## src/cssp_pkg.sv

```systemverilog
package cssp_pkg;
  // =====================================================
  // timing
  localparam int unsigned CLK_NS = 5;
  localparam int unsigned TICK_MS = 1;
  localparam int unsigned TICK_CYC = (TICK_MS * 1000000) / CLK_NS;
  // =====================================================
  // register byte offsets
  localparam logic [7:0] OFS_CTRL = 8'h00;
  localparam logic [7:0] OFS_LEVEL = 8'h04;
  localparam logic [7:0] OFS_DECEL = 8'h08;
  localparam logic [7:0] OFS_LOWLIM = 8'h0C;
  localparam logic [7:0] OFS_SEARCH = 8'h10;
  localparam logic [7:0] OFS_STATUS = 8'h14;
  localparam logic [7:0] OFS_IRQ_STS = 8'h18;
  localparam logic [7:0] OFS_IRQ_MASK = 8'h1C;
  localparam logic [7:0] OFS_CAP_MEAS = 8'h20;
  localparam logic [7:0] OFS_CAP_INIT = 8'h24;
  localparam logic [7:0] OFS_FAN_TIME = 8'h28;
  localparam logic [7:0] OFS_BRD_TIME = 8'h2C;
  localparam logic [7:0] OFS_ALARM_CLR = 8'h30;
  // =====================================================
  // control fields
  localparam int unsigned CTRL_LINK_LSB = 0;
  localparam int unsigned CTRL_FB_LSB = 4;
  localparam int unsigned CTRL_THM_LSB = 6;
  localparam int unsigned CTRL_LE_ASSIGNED = 8;
  localparam int unsigned CTRL_RUN_TERM = 9;
  localparam int unsigned CTRL_STOP_FN_LSB = 16;
  localparam logic [7:0] STOP_FUNC_CODE = 8'h1E;
  localparam logic [3:0] LINK_MAX = 4'h8;
  // =====================================================
  // limits and reset values
  localparam logic [9:0] LEVEL_MAX = 10'h1F4;
  localparam logic [15:0] LOWLIM_MAX = 16'h0258;
  localparam logic [7:0] SEARCH_MAX = 8'h64;
  localparam logic [31:0] CTRL_RST = 32'h0000_0000;
  localparam logic [9:0] LEVEL_RST = 10'h1F4;
  localparam logic [15:0] DECEL_RST = 16'h0001;
  localparam logic [15:0] LOWLIM_RST = 16'h0000;
  localparam logic [7:0] SEARCH_RST = 8'h00;
  // =====================================================
  // interrupt bits and bus response codes
  localparam int unsigned IRQ_THM_TRIP = 0;
  localparam int unsigned IRQ_THM_WARN = 1;
  localparam int unsigned IRQ_FSTOP = 2;
  localparam int unsigned IRQ_SRC_CHG = 3;
  localparam int unsigned IRQ_W = 4;
  localparam logic [1:0] RESP_OKAY = 2'h0;
  localparam logic [1:0] RESP_SLVERR = 2'h2;
  // =====================================================
  // enumerations
  typedef enum logic [1:0] {
    SRC_LOCAL = 2'b00,
    SRC_STD = 2'b01,
    SRC_OPT = 2'b10,
    SRC_FBUS = 2'b11
  } cssp_src_t;
  typedef enum logic [1:0] {
    ST_RUN = 2'b00,
    ST_DECEL = 2'b01,
    ST_ALARM = 2'b10
  } cssp_state_t;
  typedef enum logic [1:0] {
    ALM_NONE = 2'b00,
    ALM_THERM = 2'b01,
    ALM_FSTOP = 2'b10
  } cssp_alarm_t;
endpackage

```

## src/cssp_top.sv

```systemverilog
// Chosen here: register access over AXI4-Lite and the address map.
`timescale 1ns/10ps
module cssp_top #(
  parameter int unsigned TICK_CYCLES = cssp_pkg::TICK_CYC
) (
  input wire logic sys_clk_i,
  input wire logic rst_n_i,
  // axi4-lite slave
  input wire logic [7:0] s_axi_awaddr,
  input wire logic s_axi_awvalid,
  output logic s_axi_awready,
  input wire logic [31:0] s_axi_wdata,
  input wire logic [3:0] s_axi_wstrb,
  input wire logic s_axi_wvalid,
  output logic s_axi_wready,
  output logic [1:0] s_axi_bresp,
  output logic s_axi_bvalid,
  input wire logic s_axi_bready,
  input wire logic [7:0] s_axi_araddr,
  input wire logic s_axi_arvalid,
  output logic s_axi_arready,
  output logic [31:0] s_axi_rdata,
  output logic [1:0] s_axi_rresp,
  output logic s_axi_rvalid,
  input wire logic s_axi_rready,
  // command sources
  input wire logic link_enable_input_i,
  input wire logic [15:0] freq_setting_i,
  input wire logic multistep_active_i,
  input wire logic [15:0] multistep_freq_i,
  input wire logic keypad_run_i,
  input wire logic terminal_run_i,
  input wire logic [15:0] std_link_freq_i,
  input wire logic std_link_run_i,
  input wire logic [15:0] opt_link_freq_i,
  input wire logic opt_link_run_i,
  input wire logic [15:0] fbus_freq_i,
  input wire logic fbus_run_i,
  // protection and monitors
  input wire logic [9:0] thermistor_input_terminal_i,
  input wire logic forced_stop_input_i,
  input wire logic limiter_active_i,
  input wire logic [15:0] limited_freq_i,
  input wire logic fan_running_i,
  input wire logic [15:0] bus_cap_measured_i,
  input wire logic [15:0] bus_cap_initial_i,
  output logic [1:0] freq_source_o,
  output logic [1:0] run_source_o,
  output logic [15:0] freq_cmd_o,
  output logic run_cmd_o,
  output logic motor_alarm_o,
  output logic alarm_stop_o,
  output logic [1:0] alarm_code_o,
  output logic forced_decel_o,
  output logic [7:0] search_harmonize_time_o,
  output logic irq_o
);

  // =====================================================
  // state
  localparam int unsigned IRQ_W = cssp_pkg::IRQ_W;

  typedef struct packed {
    logic aw_got;
    logic [7:0] awaddr;
    logic w_got;
    logic [31:0] wdata;
    logic [3:0] wstrb;
    logic bvalid;
    logic [1:0] bresp;
    logic rvalid;
    logic [31:0] rdata;
    logic [1:0] rresp;
    logic [31:0] ctrl;
    logic [9:0] level;
    logic [15:0] decel;
    logic [15:0] lowlim;
    logic [7:0] search;
    logic [IRQ_W-1:0] irq_sts;
    logic [IRQ_W-1:0] irq_mask;
    logic [31:0] tick_cnt;
    logic [31:0] fan_time;
    logic [31:0] brd_time;
    logic [15:0] decel_cnt;
    cssp_pkg::cssp_src_t fsrc;
    cssp_pkg::cssp_src_t rsrc;
    cssp_pkg::cssp_state_t st;
    cssp_pkg::cssp_alarm_t alarm;
    logic over;
    logic warn;
    logic [15:0] freq;
    logic run;
  } cssp_regs_t;

  localparam cssp_regs_t RST = '{
    ctrl: cssp_pkg::CTRL_RST,
    level: cssp_pkg::LEVEL_RST,
    decel: cssp_pkg::DECEL_RST,
    lowlim: cssp_pkg::LOWLIM_RST,
    search: cssp_pkg::SEARCH_RST,
    fsrc: cssp_pkg::SRC_LOCAL,
    rsrc: cssp_pkg::SRC_LOCAL,
    st: cssp_pkg::ST_RUN,
    alarm: cssp_pkg::ALM_NONE,
    default: '0
  };

  cssp_regs_t r_reg;
  cssp_regs_t r_next;

  // =====================================================
  // decoders
  function automatic cssp_pkg::cssp_src_t freq_src_of(
    input logic [3:0] sel
  );
    unique case (sel)
      4'h1, 4'h3, 4'h7: freq_src_of = cssp_pkg::SRC_STD;
      4'h4, 4'h5, 4'h8: freq_src_of = cssp_pkg::SRC_OPT;
      default: freq_src_of = cssp_pkg::SRC_LOCAL;
    endcase
  endfunction

  function automatic cssp_pkg::cssp_src_t run_src_of(
    input logic [3:0] sel
  );
    unique case (sel)
      4'h2, 4'h3, 4'h5: run_src_of = cssp_pkg::SRC_STD;
      4'h6, 4'h7, 4'h8: run_src_of = cssp_pkg::SRC_OPT;
      default: run_src_of = cssp_pkg::SRC_LOCAL;
    endcase
  endfunction

  function automatic logic [31:0] merge(
    input logic [31:0] old,
    input logic [31:0] data,
    input logic [3:0] strb
  );
    merge = old;
    for (int i = 0; i < 4; i++) begin
      if (strb[i]) begin
        merge[i*8 +: 8] = data[i*8 +: 8];
      end
    end
  endfunction

  // =====================================================
  // combinational helpers
  logic [3:0] link_sel;
  logic [1:0] fb_sel;
  logic [1:0] thm_mode;
  logic gate_on;
  logic fstop_req;
  logic do_wr;
  logic tick;
  logic [31:0] wv;
  logic [15:0] sel_freq;
  logic sel_run;
  logic [15:0] run_freq;
  logic [IRQ_W-1:0] irq_set;
  logic [IRQ_W-1:0] irq_clr;
  logic alarm_clr;
  cssp_pkg::cssp_src_t fsrc_n;
  cssp_pkg::cssp_src_t rsrc_n;

  assign link_sel = r_reg.ctrl[cssp_pkg::CTRL_LINK_LSB +: 4];
  assign fb_sel = r_reg.ctrl[cssp_pkg::CTRL_FB_LSB +: 2];
  assign thm_mode = r_reg.ctrl[cssp_pkg::CTRL_THM_LSB +: 2];
  // enable input gates only when assigned, else settings stand
  assign gate_on = !r_reg.ctrl[cssp_pkg::CTRL_LE_ASSIGNED]
    || link_enable_input_i;
  assign fstop_req = forced_stop_input_i
    && (r_reg.ctrl[cssp_pkg::CTRL_STOP_FN_LSB +: 8]
    == cssp_pkg::STOP_FUNC_CODE);
  assign do_wr = r_reg.aw_got && r_reg.w_got && !r_reg.bvalid;
  assign tick = (r_reg.tick_cnt == TICK_CYCLES - 1);
  assign wv = merge(32'h0000_0000, r_reg.wdata, r_reg.wstrb);

  always_comb begin
    fsrc_n = cssp_pkg::SRC_LOCAL;
    rsrc_n = cssp_pkg::SRC_LOCAL;
    if (gate_on) begin
      fsrc_n = freq_src_of(link_sel);
      rsrc_n = run_src_of(link_sel);
      if (fb_sel[0]) begin
        fsrc_n = cssp_pkg::SRC_FBUS;
      end
      if (fb_sel[1]) begin
        rsrc_n = cssp_pkg::SRC_FBUS;
      end
    end
  end

  // only the selected source reaches the drive, except limited_freq_i while the limiter is active
  always_comb begin
    unique case (r_reg.fsrc)
      cssp_pkg::SRC_STD: sel_freq = std_link_freq_i;
      cssp_pkg::SRC_OPT: sel_freq = opt_link_freq_i;
      cssp_pkg::SRC_FBUS: sel_freq = fbus_freq_i;
      cssp_pkg::SRC_LOCAL: sel_freq = multistep_active_i
        ? multistep_freq_i : freq_setting_i;
    endcase
    unique case (r_reg.rsrc)
      cssp_pkg::SRC_STD: sel_run = std_link_run_i;
      cssp_pkg::SRC_OPT: sel_run = opt_link_run_i;
      cssp_pkg::SRC_FBUS: sel_run = fbus_run_i;
      cssp_pkg::SRC_LOCAL: sel_run = r_reg.ctrl[cssp_pkg::CTRL_RUN_TERM]
        ? terminal_run_i : keypad_run_i;
    endcase
  end

  // limiter output is floored at the low limit
  always_comb begin
    run_freq = sel_freq;
    if (limiter_active_i) begin
      run_freq = (limited_freq_i < r_reg.lowlim)
        ? r_reg.lowlim : limited_freq_i;
    end
  end

  // =====================================================
  // next state
  always_comb begin
    r_next = r_reg;
    irq_set = '0;
    irq_clr = '0;
    alarm_clr = 1'b0;

    // write channel
    if (s_axi_awvalid && s_axi_awready) begin
      r_next.aw_got = 1'b1;
      r_next.awaddr = s_axi_awaddr;
    end
    if (s_axi_wvalid && s_axi_wready) begin
      r_next.w_got = 1'b1;
      r_next.wdata = s_axi_wdata;
      r_next.wstrb = s_axi_wstrb;
    end
    if (s_axi_bvalid && s_axi_bready) begin
      r_next.bvalid = 1'b0;
    end
    if (do_wr) begin
      r_next.aw_got = 1'b0;
      r_next.w_got = 1'b0;
      r_next.bvalid = 1'b1;
      r_next.bresp = cssp_pkg::RESP_OKAY;
      unique case ({r_reg.awaddr[7:2], 2'b00})
        cssp_pkg::OFS_CTRL:
          r_next.ctrl = merge(r_reg.ctrl, r_reg.wdata, r_reg.wstrb);
        cssp_pkg::OFS_LEVEL:
          r_next.level = (wv[9:0] > cssp_pkg::LEVEL_MAX)
            ? cssp_pkg::LEVEL_MAX : wv[9:0];
        cssp_pkg::OFS_DECEL:
          r_next.decel = wv[15:0];
        cssp_pkg::OFS_LOWLIM:
          r_next.lowlim = (wv[15:0] > cssp_pkg::LOWLIM_MAX)
            ? cssp_pkg::LOWLIM_MAX : wv[15:0];
        cssp_pkg::OFS_SEARCH:
          r_next.search = (wv[7:0] > cssp_pkg::SEARCH_MAX)
            ? cssp_pkg::SEARCH_MAX : wv[7:0];
        cssp_pkg::OFS_IRQ_STS:
          irq_clr = wv[IRQ_W-1:0];
        cssp_pkg::OFS_IRQ_MASK:
          r_next.irq_mask = wv[IRQ_W-1:0];
        cssp_pkg::OFS_ALARM_CLR:
          alarm_clr = wv[0];
        cssp_pkg::OFS_STATUS, cssp_pkg::OFS_CAP_MEAS,
        cssp_pkg::OFS_CAP_INIT, cssp_pkg::OFS_FAN_TIME,
        cssp_pkg::OFS_BRD_TIME: ;
        default: r_next.bresp = cssp_pkg::RESP_SLVERR;
      endcase
    end

    // read channel
    if (s_axi_rvalid && s_axi_rready) begin
      r_next.rvalid = 1'b0;
    end
    if (s_axi_arvalid && s_axi_arready) begin
      r_next.rvalid = 1'b1;
      r_next.rresp = cssp_pkg::RESP_OKAY;
      r_next.rdata = 32'h0000_0000;
      unique case ({s_axi_araddr[7:2], 2'b00})
        cssp_pkg::OFS_CTRL: r_next.rdata = r_reg.ctrl;
        cssp_pkg::OFS_LEVEL: r_next.rdata[9:0] = r_reg.level;
        cssp_pkg::OFS_DECEL: r_next.rdata[15:0] = r_reg.decel;
        cssp_pkg::OFS_LOWLIM: r_next.rdata[15:0] = r_reg.lowlim;
        cssp_pkg::OFS_SEARCH: r_next.rdata[7:0] = r_reg.search;
        cssp_pkg::OFS_STATUS:
          r_next.rdata[11:0] = {r_reg.run, r_reg.warn, r_reg.over,
            r_reg.alarm, r_reg.st, r_reg.rsrc, r_reg.fsrc, 1'b0};
        cssp_pkg::OFS_IRQ_STS: r_next.rdata[IRQ_W-1:0] = r_reg.irq_sts;
        cssp_pkg::OFS_IRQ_MASK: r_next.rdata[IRQ_W-1:0] = r_reg.irq_mask;
        cssp_pkg::OFS_CAP_MEAS:
          r_next.rdata[15:0] = bus_cap_measured_i;
        cssp_pkg::OFS_CAP_INIT:
          r_next.rdata[15:0] = bus_cap_initial_i;
        cssp_pkg::OFS_FAN_TIME: r_next.rdata = r_reg.fan_time;
        cssp_pkg::OFS_BRD_TIME: r_next.rdata = r_reg.brd_time;
        cssp_pkg::OFS_ALARM_CLR: ;
        default: r_next.rresp = cssp_pkg::RESP_SLVERR;
      endcase
    end

    // millisecond tick and run time counters
    r_next.tick_cnt = tick ? 32'h0000_0000 : r_reg.tick_cnt + 32'h1;
    if (tick) begin
      r_next.brd_time = r_reg.brd_time + 32'h1;
      if (fan_running_i) begin
        r_next.fan_time = r_reg.fan_time + 32'h1;
      end
    end

    // source selection every cycle
    r_next.fsrc = fsrc_n;
    r_next.rsrc = rsrc_n;
    if (fsrc_n != r_reg.fsrc || rsrc_n != r_reg.rsrc) begin
      irq_set[cssp_pkg::IRQ_SRC_CHG] = 1'b1;
    end

    // thermistor compare
    r_next.over = (thermistor_input_terminal_i > r_reg.level);
    r_next.warn = r_reg.over && (thm_mode == 2'h2);
    if (r_next.warn && !r_reg.warn) begin
      irq_set[cssp_pkg::IRQ_THM_WARN] = 1'b1;
    end

    // drive sequencing
    unique case (r_reg.st)
      cssp_pkg::ST_RUN: begin
        r_next.freq = run_freq;
        r_next.run = sel_run;
        if (r_reg.over && thm_mode == 2'h1) begin
          r_next.st = cssp_pkg::ST_ALARM;
          r_next.alarm = cssp_pkg::ALM_THERM;
          r_next.freq = 16'h0000;
          r_next.run = 1'b0;
          irq_set[cssp_pkg::IRQ_THM_TRIP] = 1'b1;
        end else if (fstop_req) begin
          r_next.st = cssp_pkg::ST_DECEL;
          r_next.freq = r_reg.freq;
          r_next.decel_cnt = 16'h0000;
        end
      end
      cssp_pkg::ST_DECEL: begin
        if (r_reg.freq == 16'h0000) begin
          r_next.st = cssp_pkg::ST_ALARM;
          r_next.alarm = cssp_pkg::ALM_FSTOP;
          r_next.run = 1'b0;
          irq_set[cssp_pkg::IRQ_FSTOP] = 1'b1;
        end else if (tick) begin
          if (r_reg.decel_cnt + 16'h1 >= r_reg.decel) begin
            r_next.decel_cnt = 16'h0000;
            r_next.freq = r_reg.freq - 16'h1;
          end else begin
            r_next.decel_cnt = r_reg.decel_cnt + 16'h1;
          end
        end
      end
      cssp_pkg::ST_ALARM: begin
        r_next.freq = 16'h0000;
        r_next.run = 1'b0;
        if (alarm_clr) begin
          r_next.st = cssp_pkg::ST_RUN;
          r_next.alarm = cssp_pkg::ALM_NONE;
        end
      end
      default: begin
        r_next.st = cssp_pkg::ST_ALARM;
        r_next.freq = 16'h0000;
        r_next.run = 1'b0;
      end
    endcase

    // sticky status, set wins over clear
    r_next.irq_sts = (r_reg.irq_sts & ~irq_clr) | irq_set;
  end

  // =====================================================
  // registers
  always_ff @(posedge sys_clk_i or negedge rst_n_i) begin
    if (!rst_n_i) begin
      r_reg <= RST;
    end else begin
      r_reg <= r_next;
    end
  end

  // =====================================================
  // outputs
  assign s_axi_awready = !r_reg.aw_got && !r_reg.bvalid;
  assign s_axi_wready = !r_reg.w_got && !r_reg.bvalid;
  assign s_axi_bvalid = r_reg.bvalid;
  assign s_axi_bresp = r_reg.bresp;
  assign s_axi_arready = !r_reg.rvalid;
  assign s_axi_rvalid = r_reg.rvalid;
  assign s_axi_rdata = r_reg.rdata;
  assign s_axi_rresp = r_reg.rresp;
  assign freq_source_o = r_reg.fsrc;
  assign run_source_o = r_reg.rsrc;
  assign freq_cmd_o = r_reg.freq;
  assign run_cmd_o = r_reg.run;
  assign motor_alarm_o = r_reg.warn;
  assign alarm_stop_o = (r_reg.st == cssp_pkg::ST_ALARM);
  assign alarm_code_o = r_reg.alarm;
  assign forced_decel_o = (r_reg.st == cssp_pkg::ST_DECEL);
  assign search_harmonize_time_o = r_reg.search;
  assign irq_o = |(r_reg.irq_sts & r_reg.irq_mask);

endmodule // cssp_top

```

## config.mk

```make
export PLATFORM = sky130hd
export DESIGN_NAME = cssp_top
export DESIGN_NICKNAME = d
export VERILOG_FILES = /design/src/cssp_pkg.sv /design/src/cssp_top.sv
export SDC_FILE = /design/constraint.sdc
export NUM_CORES = 1
export LEC_CHECK = 0
export ABC_AREA = 1
export BUFFER_PORTS_ARGS = -buffer_cell sky130_fd_sc_hd__buf_2
export CAP_MARGIN = 20
export CORE_UTILIZATION = 52
export CTS_CLUSTER_DIAMETER = 80
export DETAILED_ROUTE_END_ITERATION = 10
export GPL_ROUTABILITY_DRIVEN = 0
export GPL_TIMING_DRIVEN = 0
export PLACE_DENSITY_LB_ADDON = 0.1
export SLEW_MARGIN = 40
export SYNTH_ARGS = -nofsm -noshare
export SYNTH_HDL_FRONTEND = slang
export SYNTH_SLANG_ARGS = --single-unit
```

## constraint.sdc

```tcl
create_clock -name sys_clk_i -period 3.1 [get_ports sys_clk_i]
set_clock_uncertainty 0.15 [all_clocks]
set_input_delay 0.31 -clock sys_clk_i [delete_from_list [all_inputs] [get_ports sys_clk_i]]
set_output_delay 0.31 -clock sys_clk_i [all_outputs]
set_load 0.1 [all_outputs]
```

==> results of run 1 <==
[placed cells by master, fill, tap and decap left out, types with 10 or more instances in the layout]
cell type                       instances
sky130_fd_sc_hd__nand2_1              557
sky130_fd_sc_hd__inv_1                303
sky130_fd_sc_hd__dfrtp_1              302
sky130_fd_sc_hd__buf_2                289
sky130_fd_sc_hd__nor2_1               226
sky130_fd_sc_hd__o21ai_0              187
sky130_fd_sc_hd__nand3_1              124
sky130_fd_sc_hd__a21oi_1              121
sky130_fd_sc_hd__xor2_1                88
sky130_fd_sc_hd__buf_4                 88
sky130_fd_sc_hd__nor3_1                74
sky130_fd_sc_hd__clkbuf_1              59
sky130_fd_sc_hd__o22ai_1               55
sky130_fd_sc_hd__ha_1                  47
sky130_fd_sc_hd__dlygate4sd3_1         45
sky130_fd_sc_hd__nand4_1               40
sky130_fd_sc_hd__clkbuf_16             35
sky130_fd_sc_hd__nor4_1                21
sky130_fd_sc_hd__or2_2                 18
sky130_fd_sc_hd__nand2_2               16
sky130_fd_sc_hd__o21ai_1               13
sky130_fd_sc_hd__o211ai_1              12
sky130_fd_sc_hd__clkbuf_8              10
[cell type report]
| class | instances | area [um2] | share of cell area (%) |
|---|---|---|---|
| sequential | 309 | 7740 | 34.3 |
| clock buffer | 53 | 1040 | 4.63 |
| buffer | 137 | 807 | 3.58 |
| multi-input combinational | 1706 | 8970 | 39.8 |
| inverter | 320 | 1210 | 5.38 |
| timing repair buffer | 347 | 2120 | 9.39 |
| clock inverter | 10 | 83.8 | 0.372 |
| tap | 455 | 569 | 2.53 |
[power by group]
group / total [W] / leakage [nW] / internal, W / switching (W)
sequential: 0.00552 / 4.02 / 0.00484 / 0.000680
combinational: 0.00697 / 6.69 / 0.00208 / 0.00489
clock: 0.00407 / 0.547 / 0.00234 / 0.00173
[cells in the mapped netlist (all sizes together) (6+ instances only)]
library cell,instances,share of area [%]
a21oi,123,3.3
ha,49,3.3
nor4,25,0.84
nand4,41,1.4
nand2,575,12
nor3,84,2.4
o22ai,55,1.9
dfstp,7,0.99
or2,19,0.64
o21ai,200,5.4
a221oi,6,0.28
clkbuf,52,1.1
nand3,129,3.6
o2111ai,8,0.38
o211ai,12,0.49
a31oi,8,0.27
nor2,235,5.0
inv,314,6.4
buf,85,3.3
clkinv,6,0.12
a22oi,6,0.24
xor2,90,4.3
dfrtp,302,41
mux2,9,0.55
[worst paths after layout]
| kind | end | cells after the start | startpoint | slack (ns) |
|---|---|---|---|---|
| hold / removal | run_cmd_o$_DFFE_PN0P_ | 5 | std_link_run_i | 0.04 |
| hold reg to reg | s_axi_rdata[13]$_DFFE_PN0P_ | 2 | s_axi_rdata[13]$_DFFE_PN0P_ | 0.33 |
| setup reg to reg | freq_cmd_o[12]$_DFFE_PN0P_ | 16 | r_reg[31]$_DFFE_PN0P_ | -0.11 |
| max in group asynchronous | s_axi_rdata[29]$_DFFE_PN0P_ | 5 | rst_n_i | 1.31 |
| setup / recovery | freq_cmd_o[12]$_DFFE_PN0P_ | 16 | r_reg[31]$_DFFE_PN0P_ | -0.11 |
| min in group asynchronous | freq_cmd_o[3]$_DFFE_PN0P_ | 2 | rst_n_i | 0.12 |
[metrics by stage]
stage	cell area, um2	total power [W]	setup WS (ns)	TNS, ns	hold WS [ns]
2_1_floorplan	18500	0.0102	0.104	0	-0.136
3_3_place_gp	20500	0.0117	-4.25	-1301.35	0.316
3_5_place_dp	20600	0.0119	-0.616	-16.05	0.0835
4_1_cts	22300	0.0162	0.000809	0	0.0248
5_1_grt	22500	0.0174	-0.214	-4.34	0.0560
6_report	22500	0.0166	-0.107	-1.28	0.0382
[cells by family after synthesis]
| group | synth area share [%] |
|---|---|
| simple gates | 26.0 |
| buf+inv | 10.8 |
| compound gates | 13.0 |
| flops | 41.8 |
| xor+xnor | 4.49 |
| fa+ha+maj | 3.31 |
| mux | 0.547 |
| other cells | 0.0203 |
[critical path, cell delays in order, from the launching register on]
cell	delay [ns]
sky130_fd_sc_hd__dfrtp_1	0.38
sky130_fd_sc_hd__clkinvlp_4	0.20
sky130_fd_sc_hd__nor4_4	0.32
sky130_fd_sc_hd__nand2_1	0.15
sky130_fd_sc_hd__nor3_2	0.19
sky130_fd_sc_hd__xor2_1	0.23
sky130_fd_sc_hd__inv_1	0.10
sky130_fd_sc_hd__ha_4	0.28
sky130_fd_sc_hd__nand2_1	0.06
sky130_fd_sc_hd__nor3_2	0.21
sky130_fd_sc_hd__nand3_1	0.10
sky130_fd_sc_hd__nand4_1	0.22
sky130_fd_sc_hd__nand2_4	0.12
sky130_fd_sc_hd__nor2_8	0.17
sky130_fd_sc_hd__buf_12	0.16
sky130_fd_sc_hd__nand2_2	0.05
sky130_fd_sc_hd__nand2_1	0.05
[what timing repair did]
action / in CTS / in global routing
hold endpoints to repair: 147 / 0
cloned: 0 / 1
gates resized for setup: 20 / 26
buffers inserted: 11 / 10
endpoints found under the setup margin: 32 / 32
pin swaps: 10 / 9
hold buffers: 45 / 0
[layer usage]
layer / up-vias / track usage, % / wire [um]
met1: 8930 / 48.7 / 26900
met4: 0 / 13.5 / 2430
met5: - / 0 / 0
met2: 1001 / 51.1 / 26900
met3: 152 / 5.85 / 5890
li1: 8804 / - / -
==> impl_metrics.csv, run 1 <==
group,metric,value,unit
status,outcome,"finished with violations",
status,violations,"negative setup slack",
setup_path,crit_required,3.41,ns
pwr,max-vdd-ir-drop,0.967,mV
cells_and_area,synthToLayoutAreaGrowth,21.8,%
sta,final.setup.worst_slack,-0.107,ns
setup_path,critical_path.endpoint_type,"register",
grt,antenna_found_initial,0,
clocking,clk_pin_slew_worst_paths,0.06,ns
pwr,power_density,735,nW/um2
sta,timing_limited_maximum_frequency,312,MHz
yosys,gate_count_post_synth,2471,
yosys,yosys_warnings,0,
floorplan,core.rowCount,68,
sta,hold_viol_final,0,
setup_path,data_arrival_time_of_the_critical_path,3.51,ns
sta,slew_violations,0,
clocking,tritoncts_clock_tree,"yes",
grt,first_global_vias,17500,
placed_design,buffer_ports.inserted,276,
cells_and_area,layout-drive-gt1-share,18.8,%
sta,setup_viol_count_final,22,
yosys,ys_ff_latch,309,
routing,first_pass_iters,6,
routing,dr.first_iter.drc_count,1966,
floorplan,floorplan.die.height,191,um
setup_path,critical_path.max_fanout,10,
sta,finalWorstPathRequiredPeriod,3.21,ns
yosys,yosys_most_used_dff,"sky130_fd_sc_hd__dfrtp_1",
cells_and_area,layout.filler_cells,3069,
placed_design,numPlacedInstances,3207,
clocking,clock_sinks,309,
sta,unrepaired_setup_endpoints_after_global_routing,"true",
cells_and_area,insertedDiodeCount,0,
floorplan,design.die.area,36400,um2
grt,global_route.overflow_total,0,
sta,finalCritPeriodShare,103,%
grt,grt_start_max_net_pins,74,
grt,grt_usage,34.0,%
grt,grt_first_pass_wirelength,95400,um
yosys,synth_cell_types,53,
setup_path,critPathLaunchType,"register",
floorplan,ios,283,
routing,route.final.wire_length,62100,um
routing,vias,18900,
clocking,worstSkewPairLatency,0.53,ns
clocking,tritoncts.num_buffers,35,
floorplan,die_outline_width,191,um
yosys,synth_seq_area_share,41.8,%
placed_design,detailedPlacementHpwl,47700,um
clocking,clock_path_buffers,3,
routing,vias_per_cell,5.66,
routing,wl_per_cell,18.6,um
setup_path,worstSetupPathType,"reg -> reg",
yosys,synthesis.area,18500,um2
yosys,post_synth.cell_area_avg,7.49,um2
min_path,hold_path.class,"in -> reg",
clocking,clock_tree.root_cell,"sky130_fd_sc_hd__clkbuf_16",
cells_and_area,finish.cell_count_without_fillers,3337,
routing,drt_drc_violations_left,0,
flow_run,maxCapViolCount,0,
sta,worst_slew_margin_rel,48.7,%
pwr,cellLeakagePower,11.3,nW
routing,antenna_violating_nets_post_route,0,
yosys,edff_count_synth,0,
cells_and_area,largest_register_ff_count,235,
floorplan,initial_cell_density_of_the_core,53.2,%
cells_and_area,fin_nets,3112,
clocking,cts_htree_levels,2,
sta,worstMarginPinSlew,0.767,ns
floorplan,core-area,34800,um2
yosys,synth-async-reset-ratio,100,%
cells_and_area,utilization,64.8,%
No activity file was read; power rests on OpenSTA's default activity.
==> inputs of run 2 (changes only) <==
Clock period 3.1 ns to 2.7 ns, I/O delays scaled along.
==> run 2 against run 1 <==
Effect of this change: the run still ends with negative setup slack left; global-route usage up 0.50 points; count of clock-buffer cells in the layout down 1; worst setup slack worse by 0.35 ns; combinational power up 20%; fmax up 1.7%; final cell count up 0.27%; power up 21%; critical path type unchanged; critical endpoint is now r_reg[40]$_DFFE_PN0P_.
==> impl_metrics.csv, run 2 (same netlist as run 1, synthesis figures left out) <==
group,metric,value,unit
routing,dr.first_iter.drc_count,1966,
cells_and_area,largest_register_ff_count,235,
status,outcome,"finished with violations",
placed_design,numPlacedInstances,3208,
sta,setup_viol_count_final,36,
routing,vias,18900,
setup_path,worstSetupPathType,"reg -> reg",
clocking,tritoncts_clock_tree,"yes",
grt,grt_first_pass_wirelength,97600,um
placed_design,buffer_ports.inserted,276,
sta,final.setup.worst_slack,-0.452,ns
cells_and_area,layout.cells.most_common_list,"sky130_fd_sc_hd__nand2_1 (551), sky130_fd_sc_hd__inv_1 (301), sky130_fd_sc_hd__dfrtp_1 (301), sky130_fd_sc_hd__buf_2 (289), sky130_fd_sc_hd__nor2_1 (226)",
cells_and_area,sequential_cell_area,7740,um2
setup_path,critPathLaunchType,"register",
cells_and_area,multi_input_comb_area,9080,um2
status,violations,"negative setup slack",
placed_design,detailedPlacementHpwl,47800,um
routing,antenna_violating_nets_post_route,0,
clocking,cts_htree_levels,2,
floorplan,core.rowCount,68,
sta,unrepaired_setup_endpoints_after_global_routing,"true",
setup_path,regToRegStartpoint,"r_reg[27]$_DFFE_PN0P_",
cells_and_area,layout.cells.most_common,"sky130_fd_sc_hd__nand2_1",
sta,worstMarginPinSlew,0.817,ns
pwr,cellLeakagePower,11.4,nW
grt,antenna_found_initial,1,
setup_path,crit_path_start,"r_reg[27]$_DFFE_PN0P_",
setup_path,critical_path.endpoint_type,"register",
cells_and_area,utilization,65.9,%
clocking,worstSkewPairLatency,0.55,ns
sta,slew_violations,0,
floorplan,die_outline_width,191,um
floorplan,initial_cell_density_of_the_core,53.2,%
clocking,tritoncts.num_buffers,37,
setup_path,timing.reg2reg.setup_slack,-0.45,ns
clocking,clk_pin_slew_worst_paths,0.06,ns
routing,vias_per_cell,5.64,
floorplan,core-area,34800,um2
routing,wl_per_cell,18.7,um
cells_and_area,layout.filler_cells,2937,
clocking,clock_path_buffers,3,
routing,drt_drc_violations_left,0,
sta,timing_limited_maximum_frequency,317,MHz
routing,first_pass_iters,8,
setup_path,data_arrival_time_of_the_critical_path,3.47,ns
flow_run,maxCapViolCount,0,
pwr,power_density,875,nW/um2
min_path,min_from,"limited_freq_i[1]",
sta,finalCritPeriodShare,117,%
min_path,min_path_cells,7,
grt,global_route.overflow_total,0,
grt,grt_start_max_net_pins,72,
min_path,hold_path.class,"in -> reg",
setup_path,critical_path.max_fanout,5,
setup_path,r2r-end,"r_reg[40]$_DFFE_PN0P_",
clocking,clock_tree.root_cell,"sky130_fd_sc_hd__clkbuf_16",
floorplan,floorplan.die.height,191,um
cells_and_area,fin_nets,3118,
pwr,max-vdd-ir-drop,0.784,mV
sta,finalWorstPathRequiredPeriod,3.15,ns
floorplan,design.die.area,36400,um2
sta,hold_viol_final,0,
sta,worst_slew_margin_rel,45.5,%
pwr,finalPower,0.0201,W
cells_and_area,finish.cell_count_without_fillers,3346,
routing,route.final.wire_length,62500,um
setup_path,crit_required,3.01,ns
clocking,clock_sinks,309,
floorplan,ios,283,
cells_and_area,layout-drive-gt1-share,19.8,%
min_path,endpoint_of_the_worst_hold_path,"freq_cmd_o[1]$_DFFE_PN0P_",
setup_path,worst_r2r_path_depth,17,
grt,first_global_vias,18100,
cells_and_area,synthToLayoutAreaGrowth,23.9,%
grt,grt_usage,34.5,%
-- run 2: timing repair --
| action | 4_1_cts | 5_1_grt |
|---|---|---|
| hold endpoints to repair | 175 | 0 |
| setup endpoints to repair | 32 | 43 |
| hold buffers | 49 | 0 |
| pin swaps | 14 | 28 |
| resized for setup | 26 | 42 |
| setup buffers | 14 | 6 |
| gates cloned | 2 | 0 |
-- run 2: critical path, stage by stage, from the launching register on --
cell and delay (ns):
sky130_fd_sc_hd__dfrtp_1 0.39, sky130_fd_sc_hd__buf_4 0.15, sky130_fd_sc_hd__nand3_1 0.19, sky130_fd_sc_hd__nor3_2 0.24, sky130_fd_sc_hd__nand3_1 0.16, sky130_fd_sc_hd__xor2_2 0.24, sky130_fd_sc_hd__ha_1 0.29, sky130_fd_sc_hd__nand2_1 0.06
sky130_fd_sc_hd__inv_1 0.03, sky130_fd_sc_hd__o21ai_0 0.14, sky130_fd_sc_hd__nand2_1 0.09, sky130_fd_sc_hd__a21oi_2 0.14, sky130_fd_sc_hd__nand4_1 0.21, sky130_fd_sc_hd__buf_4 0.22, sky130_fd_sc_hd__inv_6 0.07, sky130_fd_sc_hd__buf_8 0.12
sky130_fd_sc_hd__nand3_2 0.10, sky130_fd_sc_hd__o21ai_2 0.08
-- run 2: metrics by stage --
step                 TNS, ns  area (um2)  setup slack [ns]  hold slack (ns)
floorplan             -0.603       18600           -0.0604           -0.176
global placement    -1425.96       20600             -5.14            0.305
detailed placement    -17.47       20700            -0.604           0.0161
CTS                   -11.59       22700            -0.383           0.0125
global route          -20.50       22900            -0.643           0.0549
finish                -12.99       22900            -0.452           0.0297
-- run 2: final cells by class --
class                      count  area share, %
tap                          455           2.48
clock buffer                  52           4.64
sequential                   309           33.7
antenna                        1         0.0109
buffer                       136           3.51
inverter                     320           5.30
timing repair buffer         352           9.61
clock inverter                15           1.13
multi-input combinational   1706           39.6
-- run 2: worst max-delay path by stage --
stage | to | slack [ns]
after floorplan | freq_cmd_o[10]$_DFFE_PN0P_ | -0.06
after global placement | s_axi_rvalid$_DFFE_PN0P_ | -5.14
after detailed placement | freq_cmd_o[7]$_DFFE_PN0P_ | -0.60
after CTS | freq_cmd_o[5]$_DFFE_PN0P_ | -0.38
after global routing | r_reg[40]$_DFFE_PN0P_ | -0.64
final | r_reg[40]$_DFFE_PN0P_ | -0.45
-- run 2: where the power goes --
part,internal (W),switching [W]
Combinational,0.00258,0.00575
Sequential,0.00556,0.000779
Clock,0.00335,0.00205
Total,0.0115,0.00858
-- run 2: metal layers --
layer | share of wire [%] | wire, um | track usage (%) | vias up
li1 | - | - | - | 8819
met1 | 43 | 26600 | 48.5 | 8833
met2 | 43 | 27000 | 51.9 | 1052
met3 | 10 | 6270 | 7.32 | 184
met4 | 4.1 | 2580 | 13.4 | 0
met5 | 0 | 0 | 0 | -
==> inputs of run 3 (changes only) <==
Settings changed: CORE_UTILIZATION 52 to 40.
==> run 3 against run 2 <==
Effect of this change: the flow still finishes with violations (negative setup slack); cell area increased by 1.3%; utilization fell by 15 points; global-route usage decreased by 6.3 points; power grew 1.6%; via count is 1.2% lower; sequential power about the same; wire length grew 7.2%; sequential cell count did not move; combinational power is 4.9% higher; die area grew 30%; highest routed layer unchanged.
==> impl_metrics.csv, run 3 (same netlist as run 1, synthesis figures left out) <==
group,metric,value,unit
cells_and_area,layout-drive-gt1-share,20.1,%
setup_path,critical_path.max_fanout,5,
setup_path,worst_r2r_path_depth,17,
grt,grt_usage,28.2,%
cells_and_area,largest_register_ff_count,235,
floorplan,core.rowCount,78,
sta,worst_slew_margin_rel,40.6,%
routing,vias,18700,
cells_and_area,insertedDiodeCount,0,
flow_run,maxCapViolCount,0,
placed_design,numPlacedInstances,3352,
sta,finalWorstPathRequiredPeriod,3.13,ns
setup_path,critPathLaunchType,"register",
setup_path,timing.reg2reg.setup_slack,-0.43,ns
routing,route.final.wire_length,66900,um
floorplan,initial_cell_density_of_the_core,40.7,%
setup_path,crit_path_cell_trace,"inv_4 > nor4_4 > nand2_2 > nor3_2 > xor2_1 > inv_1 > ha_4 > a21oi_2 > o21ai_2 > a21oi_2 > nand4_1 > nand2_4 > nor2_8 > buf_12 > buf_12 > nand2_4 > nand2_2",
cells_and_area,finish.cell_count_without_fillers,3502,
sta,setup_viol_count_final,32,
grt,first_global_vias,17500,
clocking,clock_path_buffers,3,
cells_and_area,synthToLayoutAreaGrowth,25.6,%
floorplan,die_outline_width,217,um
floorplan,floorplan.die.height,217,um
placed_design,place_ws,-0.568,ns
routing,dr.first_iter.drc_count,1840,
floorplan,ios,283,
clocking,tritoncts_clock_tree,"yes",
clocking,worstSkewPairLatency,0.59,ns
cells_and_area,layout.cells.most_common,"sky130_fd_sc_hd__nand2_1",
setup_path,regToRegStartpoint,"r_reg[33]$_DFFE_PN0P_",
setup_path,r2r-end,"freq_cmd_o[10]$_DFFE_PN0P_",
sta,finalCritPeriodShare,116,%
sta,slew_violations,0,
setup_path,largest_stage_delay_on_the_critical_path,0.39,ns
grt,grt_first_pass_wirelength,102000,um
clocking,clock_sinks,309,
floorplan,design.die.area,47100,um2
clocking,cts_htree_levels,2,
setup_path,crit_required,3.00,ns
pwr,finalPower,0.0204,W
clocking,clock_tree.root_cell,"sky130_fd_sc_hd__clkbuf_16",
setup_path,timing.critical_path.slowest_stage_cell,"sky130_fd_sc_hd__dfrtp_1",
sta,final.setup.worst_slack,-0.433,ns
sta,timing_limited_maximum_frequency,319,MHz
routing,drt_drc_violations_left,0,
placed_design,buffer_ports.inserted,276,
setup_path,data_arrival_time_of_the_critical_path,3.44,ns
setup_path,critical_path.endpoint_type,"register",
routing,antenna_violating_nets_post_route,0,
pwr,power_density,877,nW/um2
min_path,min_path_cells,7,
setup_path,worstSetupPathType,"reg -> reg",
cells_and_area,sequential_cell_area,7740,um2
pwr,max-vdd-ir-drop,0.956,mV
routing,wl_per_cell,19.1,um
sta,hold_viol_final,0,
grt,global_route.overflow_total,0,
clocking,tritoncts.num_buffers,38,
placed_design,detailedPlacementHpwl,52200,um
cells_and_area,layout.filler_cells,4469,
floorplan,core-area,45500,um2
status,violations,"negative setup slack",
cells_and_area,fin_nets,3129,
sta,fin_hold_ws,0.0210,ns
routing,first_pass_iters,6,
sta,unrepaired_setup_endpoints_after_global_routing,"true",
min_path,endpoint_of_the_worst_hold_path,"freq_cmd_o[15]$_DFFE_PN0P_",
pwr,cellLeakagePower,11.4,nW
grt,antenna_found_initial,1,
routing,vias_per_cell,5.33,
min_path,min_from,"limited_freq_i[15]",
sta,tns,-12.15,ns
status,outcome,"finished with violations",
cells_and_area,multi_input_comb_area,9120,um2
cells_and_area,layout.cells.most_common_list,"sky130_fd_sc_hd__nand2_1 (548), sky130_fd_sc_hd__dfrtp_1 (301), sky130_fd_sc_hd__inv_1 (299), sky130_fd_sc_hd__buf_2 (289), sky130_fd_sc_hd__nor2_1 (224)",
clocking,clk_pin_slew_worst_paths,0.06,ns
min_path,hold_path.class,"in -> reg",
grt,grt_start_max_net_pins,68,
sta,worstMarginPinSlew,0.886,ns
[run 3: cell count changes in the layout (fill, tap and decap cells not counted), moves of 3 or more]
cell,before,now
sky130_fd_sc_hd__o21ai_2,6,2
sky130_fd_sc_hd__dlygate4sd3_1,49,56
sky130_fd_sc_hd__o21ai_1,10,14
sky130_fd_sc_hd__bufinv_16,6,3
sky130_fd_sc_hd__nand2_1,551,548
sky130_fd_sc_hd__clkinv_2,5,9
[run 3: critical path: cells and delay by family, from the launching register on]
kind | cells | cell delay, ns
AOI/OAI and AO/OA | 3 | 0.35
xor gates and xnor gates | 1 | 0.25
adders and majority gates | 1 | 0.27
buffers and inverters | 4 | 0.46
DFF | 1 | 0.39
and+or+nand+nor | 8 | 1.15
[run 3: power by group]
part | total [W] | leakage, nW | switching, W | internal (W)
Sequential | 0.00635 | 4.02 | 0.000792 | 0.00556
Combinational | 0.00874 | 6.77 | 0.00592 | 0.00282
Clock | 0.00529 | 0.630 | 0.00217 | 0.00313
Total | 0.0204 | 11.4 | 0.00888 | 0.0115
[run 3: worst max-delay path by stage]
| stage | startpoint | cells after the start | slack (ns) | end |
|---|---|---|---|---|
| 2_1_floorplan | r_reg[27]$_DFFE_PN0P_ | 18 | -0.06 | freq_cmd_o[10]$_DFFE_PN0P_ |
| 3_3_place_gp | rst_n_i | 1 | -5.34 | s_axi_rvalid$_DFFE_PN0P_ |
| 3_5_place_dp | r_reg[27]$_DFFE_PN0P_ | 18 | -0.57 | freq_cmd_o[12]$_DFFE_PN0P_ |
| 4_1_cts | r_reg[28]$_DFFE_PN0P_ | 19 | -0.33 | freq_cmd_o[12]$_DFFE_PN0P_ |
| 5_1_grt | r_reg[33]$_DFFE_PN0P_ | 16 | -0.54 | freq_cmd_o[10]$_DFFE_PN0P_ |
| 6_report | r_reg[33]$_DFFE_PN0P_ | 17 | -0.43 | freq_cmd_o[10]$_DFFE_PN0P_ |
[run 3: cell type report]
cell class / count / area share [%]
multi-input combinational: 1706 / 39.2
sequential: 309 / 33.3
timing repair buffer: 362 / 10.0
inverter: 320 / 5.22
clock buffer: 54 / 4.69
buffer: 136 / 3.49
tap: 600 / 3.23
clock inverter: 15 / 0.786
[run 3: what timing repair did]
item | 4_1_cts | 5_1_grt
resized for setup | 36 | 38
endpoints found under the setup margin | 32 | 41
pin swaps | 22 | 22
cloned | 1 | 1
hold buffers | 56 | 0
setup buffers | 18 | 6
endpoints found under the hold margin | 232 | 0
[run 3: metal layers]
layer / track usage [%] / vias up / share of wire (%)
li1: - / 8848 / -
met1: 41.5 / 8863 / 47
met2: 42.1 / 831 / 42
met3: 4.64 / 123 / 7.7
met4: 8.64 / 0 / 3.1
met5: 0 / - / 0
[run 3: stage by stage]
| stage | area [um2] | utilization (%) |
|---|---|---|
| detailed placement | 20900 | 45.9 |
| global route | 23200 | 51.1 |
| global placement | 20700 | 45.6 |
| floorplan | 18600 | - |
| finish | 23200 | 51.1 |
| CTS | 23000 | 50.6 |
